`src/hw/ptfc_consts.vh`:
```
`ifndef PTFC_CONSTS_VH
`define PTFC_CONSTS_VH

// Register byte offsets
`define PTFC_OFS_TIMER_CONFIG 8'h8c
`define PTFC_OFS_TIMER_CURRENT_COUNT 8'h90
`define PTFC_OFS_FREE_COUNTER_VALUE 8'h9c

// Width of the register port address
`define PTFC_ADDR_W 8

// Configuration field positions
`define PTFC_RUN_EN_BIT 29
`define PTFC_PRELOAD_MSB 15
`define PTFC_PRELOAD_LSB 0

// Reset values, and the zero the count wraps from
`define PTFC_PRELOAD_RST 16'hffff
`define PTFC_COUNT_RST 16'hffff
`define PTFC_COUNT_ZERO 16'h0000
`define PTFC_FREE_RST 32'h00000000

// Clock rates in MHz
`define PTFC_REF_MHZ 20
`define PTFC_FREE_MHZ 25

// Timer tick period in microseconds and in reference cycles
`define PTFC_TICK_US 100
`define PTFC_TICK_CYC (`PTFC_TICK_US * `PTFC_REF_MHZ)
`define PTFC_PRESC_W 11

// Free counter advance per reference cycle, whole part and remainder
`define PTFC_FREE_STEP (`PTFC_FREE_MHZ / `PTFC_REF_MHZ)
`define PTFC_FREE_REM (`PTFC_FREE_MHZ % `PTFC_REF_MHZ)
`define PTFC_FRAC_W 5

// Stale read window of the free counter after reset, in ns
`define PTFC_FREE_CLR_NS 160

`endif

```
`src/hw/ptfc_top.v`:
```
// Local design decision: the strobed register port.

`timescale 1ns/1ps
`default_nettype none
`include "ptfc_consts.vh"

module ptfc_top (
  input wire REF_CLK,
  input wire RESET,
  input wire [`PTFC_ADDR_W-1:0] ADDR,
  input wire [31:0] WR_DATA,
  input wire WR_EN,
  input wire RD_EN,
  output reg [31:0] RD_DATA,
  input wire WRAP_IRQ_EN,
  input wire WRAP_CLR,
  output reg WRAP_FLAG,
  output reg WRAP_IRQ,
  output reg TIMER_TICK
);

  ////////////////////////////////////////////////////////////////////////////
  // Address decode
  // Only three words are mapped; everything else reads zero
  // Writes to the read-only words are dropped without a trace
  // No wait states: a strobe is always taken on its own edge

  localparam [`PTFC_ADDR_W-1:0] OFS_CFG = `PTFC_OFS_TIMER_CONFIG;
  localparam [`PTFC_ADDR_W-1:0] OFS_CNT = `PTFC_OFS_TIMER_CURRENT_COUNT;
  localparam [`PTFC_ADDR_W-1:0] OFS_FREE = `PTFC_OFS_FREE_COUNTER_VALUE;

  // Register select, shared by the write and the read path
  // Plain equality; the port carries whole byte offsets
  function ptfc_hit;
    input [`PTFC_ADDR_W-1:0] addr;
    input [`PTFC_ADDR_W-1:0] ofs;
    begin
      ptfc_hit = (addr == ofs);
    end
  endfunction

  wire cfg_wr;
  wire cfg_sel;
  wire cnt_sel;
  wire free_sel;

  // Decode of the three mapped words
  assign cfg_sel = ptfc_hit(ADDR, OFS_CFG);
  assign cnt_sel = ptfc_hit(ADDR, OFS_CNT);
  assign free_sel = ptfc_hit(ADDR, OFS_FREE);
  // Only the configuration word takes writes
  assign cfg_wr = WR_EN & cfg_sel;

  ////////////////////////////////////////////////////////////////////////////
  // Timer configuration
  // Run enable and preload share one word, written as a whole
  // Turning the timer off presets the preload to all ones
  // The count still takes the written preload on that same write
  // A clean restart writes enable and preload together;
  // a separate enable write reloads from the new low bits

  localparam [15:0] PRELOAD_RST = `PTFC_PRELOAD_RST;
  localparam [15:0] COUNT_RST = `PTFC_COUNT_RST;
  localparam [15:0] COUNT_ZERO = `PTFC_COUNT_ZERO;

  reg run_en_q;
  reg run_en_d;
  reg [15:0] preload_q;
  reg [15:0] preload_d;
  wire wr_run_en;
  wire [15:0] wr_preload;
  wire run_fall;

  // Fields of a configuration write
  assign wr_run_en = WR_DATA[`PTFC_RUN_EN_BIT];
  assign wr_preload = WR_DATA[`PTFC_PRELOAD_MSB:`PTFC_PRELOAD_LSB];
  // A write that turns the timer off
  assign run_fall = cfg_wr & run_en_q & ~wr_run_en;

  // Next configuration; disabling overrides the written preload
  always @* begin
    run_en_d = run_en_q;
    preload_d = preload_q;
    if (cfg_wr) begin
      run_en_d = wr_run_en;
      preload_d = wr_preload;
      if (run_fall) begin
        preload_d = PRELOAD_RST;
      end
    end
  end

  // Run enable flop, off after reset
  always @(posedge REF_CLK) begin
    if (RESET) begin
      run_en_q <= 1'b0;
    end else begin
      run_en_q <= run_en_d;
    end
  end

  // Preload flop, back to all ones on reset
  always @(posedge REF_CLK) begin
    if (RESET) begin
      preload_q <= PRELOAD_RST;
    end else begin
      preload_q <= preload_d;
    end
  end

  ////////////////////////////////////////////////////////////////////////////
  // Tick prescaler
  // One tick every 100 us of the 20 MHz reference
  // Held at zero while stopped, so a restart never gives a short step
  // Trade-off: a write late in a period loses that partial period

  // Tick length kept as integer, then cut to the counter width
  localparam integer PRESC_LAST_I = `PTFC_TICK_CYC - 1;
  localparam [`PTFC_PRESC_W-1:0] PRESC_LAST =
    PRESC_LAST_I[`PTFC_PRESC_W-1:0];
  localparam [`PTFC_PRESC_W-1:0] PRESC_ZERO = {`PTFC_PRESC_W{1'b0}};
  localparam [`PTFC_PRESC_W-1:0] PRESC_ONE = {{(`PTFC_PRESC_W-1){1'b0}}, 1'b1};

  reg [`PTFC_PRESC_W-1:0] presc_q;
  reg [`PTFC_PRESC_W-1:0] presc_d;
  reg tick_d;

  // Restart on every load so the first step is a full period
  always @* begin
    presc_d = presc_q;
    tick_d = 1'b0;
    if (cfg_wr || !run_en_q) begin
      presc_d = PRESC_ZERO;
    end else if (presc_q == PRESC_LAST) begin
      presc_d = PRESC_ZERO;
      tick_d = 1'b1;
    end else begin
      presc_d = presc_q + PRESC_ONE;
    end
  end

  // Prescaler flop
  always @(posedge REF_CLK) begin
    if (RESET) begin
      presc_q <= PRESC_ZERO;
    end else begin
      presc_q <= presc_d;
    end
  end

  ////////////////////////////////////////////////////////////////////////////
  // Down counter
  // Steps only on the prescaler tick, never on a bare clock
  // Wrap to all ones happens on the tick that finds zero
  // A write in the tick cycle wins and the tick is dropped
  // Keeps counting through a wrap; no stop state exists

  reg [15:0] count_q;
  reg [15:0] count_d;
  reg wrap_ev;

  // A write always wins over a tick in the same cycle
  always @* begin
    count_d = count_q;
    wrap_ev = 1'b0;
    if (cfg_wr) begin
      // Covers both the enable load and a preload write
      count_d = wr_preload;
    end else if (tick_d) begin
      if (count_q == COUNT_ZERO) begin
        count_d = COUNT_RST;
        wrap_ev = 1'b1;
      end else begin
        count_d = count_q - 16'h0001;
      end
    end
  end

  // Count flop
  always @(posedge REF_CLK) begin
    if (RESET) begin
      count_q <= COUNT_RST;
    end else begin
      count_q <= count_d;
    end
  end

  ////////////////////////////////////////////////////////////////////////////
  // Wrap flag and interrupt request
  // Flag is sticky; only a clear request takes it down
  // Set wins over clear so that a wrap is never lost
  // Request is a level that follows the flag and the enable
  // Status logic outside does the final masking and acknowledge

  reg wrap_d;

  // A wrap in the clearing cycle keeps the flag set
  always @* begin
    wrap_d = WRAP_FLAG;
    if (WRAP_CLR) begin
      wrap_d = 1'b0;
    end
    if (wrap_ev) begin
      wrap_d = 1'b1;
    end
  end

  // Flag is a level for the status logic outside
  always @(posedge REF_CLK) begin
    if (RESET) begin
      WRAP_FLAG <= 1'b0;
    end else begin
      WRAP_FLAG <= wrap_d;
    end
  end

  // Request rises with the flag, gated by the enable
  always @(posedge REF_CLK) begin
    if (RESET) begin
      WRAP_IRQ <= 1'b0;
    end else begin
      WRAP_IRQ <= wrap_d & WRAP_IRQ_EN;
    end
  end

  // Tick strobe for debug, registered on the same edge as the count step
  always @(posedge REF_CLK) begin
    if (RESET) begin
      TIMER_TICK <= 1'b0;
    end else begin
      TIMER_TICK <= tick_d;
    end
  end

  ////////////////////////////////////////////////////////////////////////////
  // Free counter

  localparam [31:0] FREE_RST = `PTFC_FREE_RST;
  localparam [31:0] FREE_STEP = `PTFC_FREE_STEP;
  localparam integer FRAC_REM_I = `PTFC_FREE_REM;
  localparam integer FRAC_MOD_I = `PTFC_REF_MHZ;
  localparam [`PTFC_FRAC_W-1:0] FRAC_REM = FRAC_REM_I[`PTFC_FRAC_W-1:0];
  localparam [`PTFC_FRAC_W-1:0] FRAC_MOD = FRAC_MOD_I[`PTFC_FRAC_W-1:0];
  localparam [`PTFC_FRAC_W-1:0] FRAC_ZERO = {`PTFC_FRAC_W{1'b0}};

  reg [31:0] free_q;
  reg [31:0] free_d;
  reg [`PTFC_FRAC_W-1:0] frac_q;
  reg [`PTFC_FRAC_W-1:0] frac_d;
  reg [`PTFC_FRAC_W:0] frac_sum;

  // Rate ratio 25/20: one step per cycle plus one extra every fourth
  // Accumulator carries the remainder so no drift builds up
  // Limitation: reads one cycle apart may differ by one or two
  // Counter clears on the reset edge, well inside the allowed window
  // No flag, request or strobe leaves this section
  // The 25 MHz rate is faster than the reference, so the counter
  // advances by the rate ratio each cycle; the remainder is carried
  // in a phase accumulator. Reads are exact only on average.
  always @* begin
    frac_sum = {1'b0, frac_q} + {1'b0, FRAC_REM};
    frac_d = frac_sum[`PTFC_FRAC_W-1:0];
    free_d = free_q + FREE_STEP;
    if (frac_sum >= {1'b0, FRAC_MOD}) begin
      frac_d = frac_sum[`PTFC_FRAC_W-1:0] - FRAC_MOD;
      free_d = free_q + FREE_STEP + 32'h00000001;
    end
  end

  // Natural 32-bit wrap gives the rollover; no event leaves here
  always @(posedge REF_CLK) begin
    if (RESET) begin
      free_q <= FREE_RST;
    end else begin
      free_q <= free_d;
    end
  end

  // Phase accumulator restarts with the counter
  always @(posedge REF_CLK) begin
    if (RESET) begin
      frac_q <= FRAC_ZERO;
    end else begin
      frac_q <= frac_d;
    end
  end

  ////////////////////////////////////////////////////////////////////////////
  // Read path
  // One shared decode for both strobes keeps reads and writes aligned
  // Read data are registered and return to zero after one cycle
  // Zero when idle, so a stale word is never mistaken for a read
  // Reserved bits are tied low rather than stored

  reg [31:0] rd_d;

  // Unmapped and reserved bits read as zero
  always @* begin
    rd_d = 32'h00000000;
    if (cfg_sel) begin
      rd_d[`PTFC_RUN_EN_BIT] = run_en_q;
      rd_d[`PTFC_PRELOAD_MSB:`PTFC_PRELOAD_LSB] = preload_q;
    end else if (cnt_sel) begin
      rd_d[15:0] = count_q;
    end else if (free_sel) begin
      rd_d = free_q;
    end
  end

  // Data stand only in the cycle after the strobe
  always @(posedge REF_CLK) begin
    if (RESET) begin
      RD_DATA <= 32'h00000000;
    end else if (RD_EN) begin
      RD_DATA <= rd_d;
    end else begin
      RD_DATA <= 32'h00000000;
    end
  end

endmodule // ptfc_top

`default_nettype wire

```
`config.mk`:
```
export PLATFORM = sky130hd
export DESIGN_NAME = ptfc_top
export DESIGN_NICKNAME = d
export VERILOG_FILES = /design/src/hw/ptfc_top.v
export VERILOG_INCLUDE_DIRS = /design/src /design/src/hw
export SDC_FILE = /design/constraint.sdc
export NUM_CORES = 1
export LEC_CHECK = 0
export ABC_AREA = 1
export BUFFER_PORTS_ARGS = -buffer_cell sky130_fd_sc_hd__buf_2
export CAP_MARGIN = 5
export CORE_ASPECT_RATIO = 1.2
export CORE_MARGIN = 4
export CORE_UTILIZATION = 55
export DETAILED_ROUTE_END_ITERATION = 8
export GPL_ROUTABILITY_DRIVEN = 0
export HOLD_SLACK_MARGIN = 0.03
export PLACE_DENSITY = 0.76
export SLEW_MARGIN = 20
export SYNTH_ARGS = -nofsm -noshare
export SYNTH_HDL_FRONTEND = slang
export SYNTH_SLANG_ARGS = --single-unit
```
`constraint.sdc`:
```
create_clock -name REF_CLK -period 2.5 [get_ports REF_CLK]
set_input_delay 0.375 -clock REF_CLK [delete_from_list [all_inputs] [get_ports REF_CLK]]
set_output_delay 0.375 -clock REF_CLK [all_outputs]
set_load 0.05 [all_outputs]
```
==> impl_metrics.tcl, run 1 <==
set metrics [dict create \
    p_per_area_mw_per_mm2 607 \
    grt_pass1_wl_um 29800 \
    path_cells "inv_1 > buf_4 > nor2_4 > nand2_1 > nand2_1 > nand2_2 > nor2_2 > nand2_1 > nor2_1 > nand3_1 > nor2_1 > nand2_1 > nand2_1 > nor2_1" \
    antenna_left 0 \
    fin_util_pct 67.1 \
    ys_ff_latch 116 \
    syn_to_final_growth_pct 18.5 \
    clk_pin_slew_worst_paths_ns 0.06 \
    yosysTopAreaCell "dfxtp_1" \
    coreArea_mm2 0.0116 \
    worstSetupPathType "register to register" \
    diodes 0 \
    port_buffers 65 \
    power_frac_comb_pct 7.7 \
    synth_edf_count 0 \
    place_area_mm2 0.00714 \
    grt_usage_pct 27.5 \
    crit_required_ns 2.81 \
    yosysSeqAreaShare_pct 35.3 \
    holdCritStartpoint "WR_DATA[3]" \
    synth.most_common_cell "nand2_1" \
    yosys_warnings 0 \
    tritoncts "done" \
    start_util_pct 56.7 \
    grt-ovfl-total 0 \
    drtPass1Iterations 7 \
    hold_viol_final 0 \
    hold_class "input port to register" \
    cp_common_cell "nand2_1" \
    rows 43 \
    r2r-end "free_q[24]$_SDFF_PP0_" \
    p_sw_mw 1.15 \
    finalSetupTns_ns 0 \
    drt-total-wl_um 18500 \
    pin_count 81 \
    place_ws_ns 0.0648 \
    finalInstanceArea_mm2 0.00780 \
    crit_fanout 5 \
    setup_violations 0 \
    critPathMaxStageDelay_ns 0.39 \
    nets 1132 \
    clockBufferDepth 2 \
    vias 6783 \
    via_per_inst 5.44 \
    die_y_um 128 \
    maxCapViolCount 0 \
    drv_slew 0 \
    max_freq_mhz 428 \
    status "complete, no violations" \
    min_period_ns 2.33 \
    rrSetupSlack_ns 0.17 \
    clock-root-buffer "clkbuf_16" \
    grt_max_degree 32 \
    synth.distinct_cells 44 \
    worst_slack_ns 0.166 \
    pwr-share-seq_pct 40.6 \
    synthCells 998 \
    min_to "preload_q[3]$_SDFFE_PP1P_" \
    leakagePower_nw 3.41 \
    dieArea_mm2 0.0138 \
    p_int_mw 3.58 \
    r2r_start "free_q[0]$_SDFFE_PP0P_" \
    sw_frac_of_total_pct 24.3 \
    p_total_mw 4.73 \
    synth_async_sr_flop_share_pct 0 \
    fin_crit_sh_pct 93.4 \
    reg2regPathDepth 14 \
    drt_iter0_markers 521 \
    synthesis.area_mm2 0.00658 \
    yosys-top-cells-area "dfxtp_1 (35%), nand2_1 (15%), nor2_1 (7.5%)" \
    slew_headroom_pct 57.1 \
    antenna_found_initial 0 \
    dpl.hpwl_um 14000 \
    cts_buffers 17 \
    critPathLaunchType "register" \
    cpMaxStageDelayCell "dfxtp_2" \
    cts.sinks 116 \
    die_width_um 108 \
    synth_top_area_share_pct 35.3 \
    syn_nets 1052 \
    insertion_delay_ns 0.41 \
    fillers 1046 \
    drive_gt1_share_pct 17.9 \
    h-tree-depth 4 \
    end_kind "register" \
    wl_per_cell_um 14.8 \
    syn_avg_cell_area_um2 6.60 \
    rsz0062_at_grt "false" \
    remaining_drc_errors 0 \
    critPathArrivalTime_ns 2.64 \
    fin_worst_skew_ns 0.00582 \
    tightest_slew_ns 0.643 \
    clkPwrFrac_pct 51.7 \
    hold_depth 3 \
    synthTopCellsByCount "nand2_1 (261), nor2_1 (132), inv_1 (124)" \
    ir_worst_vdd_mv 0.504 \
    grt_pass1_vias 6290 \
    synth_flop_cell "dfxtp_1" \
]
[final cells by class]
class	count	area, µm²	area share (%)
clock buffers	19	433	5.55
clock inverters	13	159	2.04
inverters	131	493	6.32
multi-input cells	728	3730	47.8
flip-flops and latches	116	2320	29.8
well taps	157	196	2.52
repair buffers	84	468	6.00
[how the worst max path moves through the flow]
stage	start	to	slack [ns]	cells after the start
floorplan	frac_q[0]$_SDFF_PP0_	free_q[31]$_SDFF_PP0_	0.38	16
global placement	frac_q[0]$_SDFF_PP0_	free_q[30]$_SDFF_PP0_	0.11	16
detailed placement	frac_q[0]$_SDFF_PP0_	free_q[30]$_SDFF_PP0_	0.06	16
finish	free_q[0]$_SDFFE_PP0P_	free_q[24]$_SDFF_PP0_	0.17	14
CTS	frac_q[0]$_SDFF_PP0_	free_q[30]$_SDFF_PP0_	0.05	16
global route	frac_q[0]$_SDFF_PP0_	free_q[30]$_SDFF_PP0_	0.009	16
[metrics by stage]
| step | std cells | hold slack, ns |
|---|---|---|
| 2_1_floorplan | 998 | 0.418 |
| 3_3_place_gp | 1214 | 0.428 |
| 3_5_place_dp | 1214 | 0.439 |
| 4_1_cts | 1246 | 0.200 |
| 5_1_grt | 1248 | 0.221 |
| 6_report | 1248 | 0.210 |
[critical path, delay by kind of cell, from the launching register on]
kind | cells | cell delay, ns
AND/OR/NAND/NOR | 12 | 1.58
flip-flops | 1 | 0.39
buffers and inverters | 2 | 0.27
[repair_timing]
action | in CTS | in global routing
gates resized for setup | 0 | 12
buffers inserted | 0 | 2
endpoints found under the setup margin | 0 | 19
hold buffers | 0 | 0
hold endpoints to repair | 0 | 0
[power groups by stage]
| stage | registers [mW] | clock network, mW | logic, mW |
|---|---|---|---|
| 2_1_floorplan | 1.96 | 0 | 0.214 |
| 3_3_place_gp | 1.96 | 0 | 0.331 |
| 3_5_place_dp | 1.96 | 0 | 0.339 |
| 4_1_cts | 1.92 | 2.47 | 0.343 |
| 5_1_grt | 1.93 | 2.54 | 0.408 |
| 6_report | 1.92 | 2.45 | 0.363 |
[logic make-up after synthesis]
kind of cell,after synthesis,synth area share [%]
DFF,116,35.3
buffers and inverters,154,8.84
xor gates and xnor gates,9,1.20
AOI/OAI and AO/OA,137,13.0
and+or+nand+nor,574,40.2
adders and majority gates,8,1.52
[cell usage in the layout (no fill, tap or decap), drive strengths merged, types with 7 or more instances in the layout]
master	count
buf	84
a21oi	42
nor4	7
inv	130
ha	8
dfxtp	116
xor2	8
o21ai	36
clkinv	8
clkbuf	19
o221ai	14
o211ai	32
nand4	14
nand3	79
nor2	163
nand2	285
nor3	12
[registers in the layout, indices dropped and copies added (netlist names)]
| register | cells |
|---|---|
| WRAP_IRQ | 1 |
| count_q | 16 |
| preload_q | 16 |
| TIMER_TICK | 1 |
| frac_q | 5 |
| RD_DATA | 32 |
| run_en_q | 1 |
| WRAP_FLAG | 1 |
| presc_q | 11 |
| free_q | 32 |
[per-layer routing]
layer / global-route usage, % / vias up / wire length (µm)
met3: 4.03 / 66 / 1100
met2: 48.0 / 257 / 9190
met4: 16.3 / 0 / 993
met1: 31.5 / 3055 / 7200
li1: - / 3405 / -
met5: 0 / - / 0
Note: power is estimated with default switching activity, not from simulation.
==> run 2, diff against run 1 <==
--- a/config.mk
+++ b/config.mk
@@ -9,13 +9,15 @@
 export ABC_AREA = 1
 export BUFFER_PORTS_ARGS = -buffer_cell sky130_fd_sc_hd__buf_2
 export CAP_MARGIN = 5
+export CELL_PAD_IN_SITES_DETAIL_PLACEMENT = 0
+export CELL_PAD_IN_SITES_GLOBAL_PLACEMENT = 1
 export CORE_ASPECT_RATIO = 1.2
 export CORE_MARGIN = 4
-export CORE_UTILIZATION = 55
+export CORE_UTILIZATION = 42
 export DETAILED_ROUTE_END_ITERATION = 8
 export GPL_ROUTABILITY_DRIVEN = 0
 export HOLD_SLACK_MARGIN = 0.03
-export PLACE_DENSITY = 0.76
+export PLACE_DENSITY_LB_ADDON = 0.1
 export SLEW_MARGIN = 20
 export SYNTH_ARGS = -nofsm -noshare
 export SYNTH_HDL_FRONTEND = slang
==> impl_metrics.tcl, run 2 (synthesis gave the netlist of run 1 again) <==
set metrics [dict create \
    critPathLaunchType "register" \
    cts.sinks 116 \
    min_period_ns 2.32 \
    crit_fanout 7 \
    grt_max_degree 41 \
    coreArea_mm2 0.0152 \
    die_y_um 145 \
    drv_slew 0 \
    finalSetupTns_ns 0 \
    worst_slack_ns 0.177 \
    slew_headroom_pct 47.9 \
    finalInstanceArea_mm2 0.00790 \
    mostFrequentLayoutCells "nand2_1 (259), nor2_1 (129), inv_1 (124), dfxtp_1 (114), nand3_1 (72)" \
    antenna_left 0 \
    place_ws_ns 0.0655 \
    critPathArrivalTime_ns 2.68 \
    antenna_found_initial 0 \
    ir_worst_vdd_mv 0.410 \
    hold_depth 3 \
    hold_viol_final 0 \
    rsz0062_at_grt "true" \
    r2r-end "free_q[25]$_SDFF_PP0_" \
    place_area_mm2 0.00723 \
    max_freq_mhz 430 \
    die_width_um 122 \
    fillers 1642 \
    insertion_delay_ns 0.42 \
    end_kind "register" \
    tritoncts "done" \
    fin_crit_sh_pct 92.9 \
    vias 6569 \
    clock-root-buffer "clkbuf_16" \
    drtPass1Iterations 5 \
    hold_slack_ns 0.204 \
    worstSetupPathType "register to register" \
    reg2regPathDepth 14 \
    holdCritStartpoint "WR_DATA[4]" \
    drive_gt1_share_pct 18.3 \
    rrSetupSlack_ns 0.18 \
    rows 49 \
    cts_buffers 17 \
    port_buffers 65 \
    grt_pass1_wl_um 32000 \
    grt_usage_pct 23.2 \
    dp.cells 1265 \
    leakagePower_nw 3.44 \
    fin_cells 1297 \
    r2r_start "free_q[5]$_SDFF_PP0_" \
    largestRegisters "RD_DATA x32, free_q x32" \
    via_per_inst 5.06 \
    grt_pass1_vias 6122 \
    grt-ovfl-total 0 \
    crit_required_ns 2.86 \
    final_common_cell "nand2_1" \
    p_total_mw 4.80 \
    pin_count 81 \
    remaining_drc_errors 0 \
    dpl.hpwl_um 15500 \
    clk_pin_slew_worst_paths_ns 0.05 \
    p_per_area_mw_per_mm2 608 \
    start_util_pct 43.3 \
    maxCapViolCount 0 \
    tightest_slew_ns 0.781 \
    fin_util_pct 51.9 \
    nets 1136 \
    h-tree-depth 4 \
    min_to "preload_q[4]$_SDFFE_PP1P_" \
    hold_class "input port to register" \
    status "complete, no violations" \
    wl_per_cell_um 15.5 \
    syn_to_final_growth_pct 19.9 \
    dieArea_mm2 0.0178 \
    setup_violations 0 \
    fin_worst_skew_ns 0.00797 \
    drt_iter0_markers 483 \
    clockBufferDepth 2 \
    diodes 0 \
    drt-total-wl_um 20100 \
]
run 2: worst max path at each step:
stage	cells past startpoint	start	endpoint
4_1_cts	16	frac_q[0]$_SDFF_PP0_	free_q[30]$_SDFF_PP0_
2_1_floorplan	16	frac_q[0]$_SDFF_PP0_	free_q[31]$_SDFF_PP0_
3_5_place_dp	16	frac_q[0]$_SDFF_PP0_	free_q[30]$_SDFF_PP0_
3_3_place_gp	16	frac_q[0]$_SDFF_PP0_	free_q[30]$_SDFF_PP0_
5_1_grt	16	frac_q[0]$_SDFF_PP0_	free_q[30]$_SDFF_PP0_
6_report	14	free_q[5]$_SDFF_PP0_	free_q[25]$_SDFF_PP0_
run 2: worst max-delay path: stages, from the launching register on:
cell,delay [ns]
dfxtp_1,0.40
nand2_1,0.12
nor2_2,0.29
inv_1,0.09
nor2_2,0.24
nand3_1,0.10
nand2_1,0.08
nand2_1,0.11
nor2_2,0.22
nand2_1,0.10
nor2_2,0.20
nand3_1,0.11
nand2_1,0.08
inv_1,0.04
nor2_1,0.08
run 2: layer usage:
metal  vias up  routed length, µm  track usage, %
li1       3412                  -               -
met1      2957               8370            26.9
met5         -                  0               0
met4         0                586            8.91
met3        37                888            4.79
met2       163              10200            41.2
run 2: report_power, final:
group          switching, mW  internal (mW)  total [mW]  leakage, nW
Sequential            0.0393           1.88        1.92        0.938
Clock                  0.876           1.63        2.51        0.291
Combinational          0.233          0.138       0.371         2.21
Total                   1.15           3.65        4.80         3.44
run 2: timing repair:
item                                    CTS  global route
endpoints found under the setup margin    0            14
hold buffers                              0             0
setup buffers                             0             2
gates resized for setup                   0            12
run 2: cell type report:
cell class | instances | area, µm² | share of cell area, %
Tap cell | 204 | 255 | 3.23
Clock inverter | 9 | 129 | 1.63
Clock buffer | 21 | 470 | 5.96
Inverter | 131 | 493 | 6.24
Sequential cell | 116 | 2320 | 29.4
Multi-Input combinational cell | 728 | 3720 | 47.2
Timing Repair Buffer | 88 | 498 | 6.31
==> run 3, diff against run 2 <==
--- a/config.mk
+++ b/config.mk
@@ -6,14 +6,12 @@
 export SDC_FILE = /design/constraint.sdc
 export NUM_CORES = 1
 export LEC_CHECK = 0
-export ABC_AREA = 1
 export BUFFER_PORTS_ARGS = -buffer_cell sky130_fd_sc_hd__buf_2
 export CAP_MARGIN = 5
 export CELL_PAD_IN_SITES_DETAIL_PLACEMENT = 0
 export CELL_PAD_IN_SITES_GLOBAL_PLACEMENT = 1
 export CORE_ASPECT_RATIO = 1.2
-export CORE_MARGIN = 4
-export CORE_UTILIZATION = 42
+export CORE_UTILIZATION = 43
 export DETAILED_ROUTE_END_ITERATION = 8
 export GPL_ROUTABILITY_DRIVEN = 0
 export HOLD_SLACK_MARGIN = 0.03
==> impl_metrics.tcl, run 3 <==
set metrics [dict create \
    h-tree-depth 4 \
    vias 6015 \
    worst_slack_ns -0.270 \
    syn_to_final_growth_pct 34.5 \
    synth-adder-area-share_pct 1.66 \
    cp-startpoint "frac_q[1]$_SDFF_PP0_" \
    p_per_area_mw_per_mm2 644 \
    reg2regPathDepth 11 \
    ys_ff_latch 116 \
    largestRegisters "RD_DATA x32, free_q x32" \
    clock-root-buffer "clkbuf_16" \
    yosysTopAreaCell "dfxtp_1" \
    cp_top_family "compound AO/OA/AOI/OAI gates" \
    mostFrequentLayoutCells "dfxtp_1 (111), buf_4 (111), nand2_1 (92), nor2_1 (73), buf_2 (65)" \
    synth_flop_cell "dfxtp_1" \
    grt_max_degree 36 \
    rrSetupSlack_ns -0.27 \
    diodes 0 \
    drv_slew 0 \
    synth_async_sr_flop_share_pct 0 \
    worstSetupPathDepth 11 \
    drive_gt1_share_pct 28.9 \
    antenna_found_initial 0 \
    wl_per_cell_um 16.3 \
    antenna_left 0 \
    yosys-top-cells-area "dfxtp_1 (39%), nand2_1 (5.7%), xnor2_1 (5.5%)" \
    ir_worst_vdd_mv 0.494 \
    hold_class "input port to register" \
    port_buffers 65 \
    insertion_delay_ns 0.42 \
    path_cells "a21oi_4 > xnor2_2 > inv_2 > ha_4 > o21ba_4 > o2111ai_4 > a2111o_1 > nor3_4 > and4_4 > nor4b_4 > mux2_4" \
    postCtsHoldBufs 0 \
    violations "setup timing" \
    fin_worst_skew_ns 0.00633 \
    via_per_inst 5.57 \
    slew_headroom_pct 61.9 \
    cts.sinks 116 \
    yosysSeqAreaShare_pct 38.6 \
    tritoncts "done" \
    r2r-end "free_q[31]$_SDFF_PP0_" \
    synthCells 745 \
    critPathArrivalTime_ns 3.08 \
    maxCapViolCount 0 \
    yosys_warnings 0 \
    fin_util_pct 60.3 \
    synthXorXnorAreaFrac_pct 7.72 \
    start_util_pct 44.8 \
    clockBufferDepth 2 \
    setup_violations 17 \
    end_kind "register" \
    fin_crit_sh_pct 111 \
    critPathMaxStageDelay_ns 0.49 \
    fillers 1200 \
    synth.most_common_cell "dfxtp_1" \
    crit_path_end "free_q[31]$_SDFF_PP0_" \
    grt_pass1_vias 5878 \
    synth-compound-area-share_pct 15.6 \
    die_width_um 110 \
    rows 46 \
    synthTopCellsByCount "dfxtp_1 (116), nand2_1 (92), nor2_1 (74)" \
    critPathLaunchType "register" \
    synthesis.area_mm2 0.00601 \
    crit_required_ns 2.81 \
    clk_pin_slew_worst_paths_ns 0.06 \
    remaining_drc_errors 0 \
    synth.distinct_cells 66 \
    leakagePower_nw 3.22 \
    drtPass1Iterations 5 \
    cpMaxStageDelayCell "a2111o_1" \
    grt_usage_pct 25.7 \
    synth_top_area_share_pct 38.6 \
    dieArea_mm2 0.0145 \
    pin_count 81 \
    hold_slack_ns 0.168 \
    max_freq_mhz 361 \
    synth_edf_count 0 \
    crit_fanout 3 \
    syn_nets 799 \
    coreArea_mm2 0.0134 \
    synth_mux_area_share_pct 0.375 \
    grt_pass1_wl_um 28700 \
    worstPathBufferInverterCount 1 \
    nets 952 \
    tightest_slew_ns 0.565 \
    die_y_um 132 \
    min_period_ns 2.77 \
    synth_top_family_by_area "simple AND/OR/NAND/NOR gates" \
    drt-total-wl_um 17600 \
    syn_avg_cell_area_um2 8.07 \
    yosys.area_share.simple_pct 32.0 \
    cts_buffers 17 \
    status "finished, violations left" \
    dpl.hpwl_um 13000 \
    drt_iter0_markers 223 \
    hold_viol_final 0 \
    grt-ovfl-total 0 \
    worstSetupPathType "register to register" \
    rsz0062_at_grt "true" \
    r2r_start "frac_q[1]$_SDFF_PP0_" \
]
## run 3: changes by cell type in the layout (fill, tap and decap cells not counted), sizes merged, moves of 29 or more
cell    change
nand2     -193
xnor2      +37
inv       -116
o211ai     -29
nor2       -89
buf        +93
nand3      -32
## run 3: layout make-up
cell class,instances,area (µm²),share of cell area [%]
Clock buffer,20,447,5.52
Multi-Input combinational cell,570,3670,45.3
Timing Repair Buffer,181,1230,15.2
Tap cell,168,210,2.60
Inverter,12,45.0,0.557
Clock inverter,12,155,1.92
Sequential cell,116,2330,28.8
## run 3: cell families after synthesis
| group | after synthesis |
|---|---|
| AO/OA/AOI/OAI | 144 |
| AND/OR/NAND/NOR | 363 |
| multiplexers | 2 |
| adder cells (fa/ha/maj) | 8 |
| buffers and inverters | 59 |
| flip-flops | 116 |
| XOR/XNOR | 53 |
## run 3: what timing repair did
| action | CTS | global route |
|---|---|---|
| hold endpoints to repair | 0 | 0 |
| endpoints found under the setup margin | 21 | 28 |
| gates resized for setup | 15 | 20 |
| buffers inserted | 9 | 1 |
| pin swaps | 14 | 8 |
## run 3: stage by stage
stage | setup WS [ns] | power [mW] | setup TNS (ns) | cell area (µm²) | instances
after global routing | -0.425 | 5.40 | -5.61 | 8090 | 1079
final | -0.270 | 5.20 | -2.45 | 8090 | 1079
after global placement | -0.285 | 2.64 | -2.30 | 7260 | 1039
after detailed placement | -0.336 | 2.67 | -3.20 | 7260 | 1039
after floorplan | -0.351 | 2.35 | -2.25 | 6090 | 745
after CTS | -0.264 | 5.18 | -3.07 | 8000 | 1080
## run 3: power by group
part | switching (mW) | internal, mW | leakage [nW]
logic | 0.379 | 0.402 | 2.00
clock network | 0.885 | 1.59 | 0.279
registers | 0.0508 | 1.90 | 0.939
## run 3: worst min path at each step
stage | start | endpoint | slack (ns) | cells after the start
floorplan | frac_q[0]$_SDFF_PP0_ | frac_q[0]$_SDFF_PP0_ | 0.41 | 1
global placement | frac_q[0]$_SDFF_PP0_ | frac_q[0]$_SDFF_PP0_ | 0.42 | 1
detailed placement | frac_q[0]$_SDFF_PP0_ | frac_q[0]$_SDFF_PP0_ | 0.43 | 1
CTS | WRAP_IRQ_EN | WRAP_IRQ$_SDFF_PP0_ | 0.16 | 2
global route | WRAP_IRQ_EN | WRAP_IRQ$_SDFF_PP0_ | 0.18 | 2
finish | WRAP_IRQ_EN | WRAP_IRQ$_SDFF_PP0_ | 0.17 | 2
## run 3: worst register-to-register path, cell delays in order, from the launching register on
cell and delay (ns):
dfxtp_4 0.36, a21oi_4 0.17, xnor2_2 0.14, inv_2 0.08
ha_4 0.16, o21ba_4 0.22, o2111ai_4 0.11, a2111o_1 0.49
nor3_4 0.14, and4_4 0.26, nor4b_4 0.21, mux2_4 0.32
## run 3: per-layer routing
metal,wire length (µm),part of all wire (%),global-route usage (%)
met1,7210,41,29.6
met2,9210,52,44.4
met3,741,4.2,5.26
met4,469,2.7,11.7
met5,0,0,0
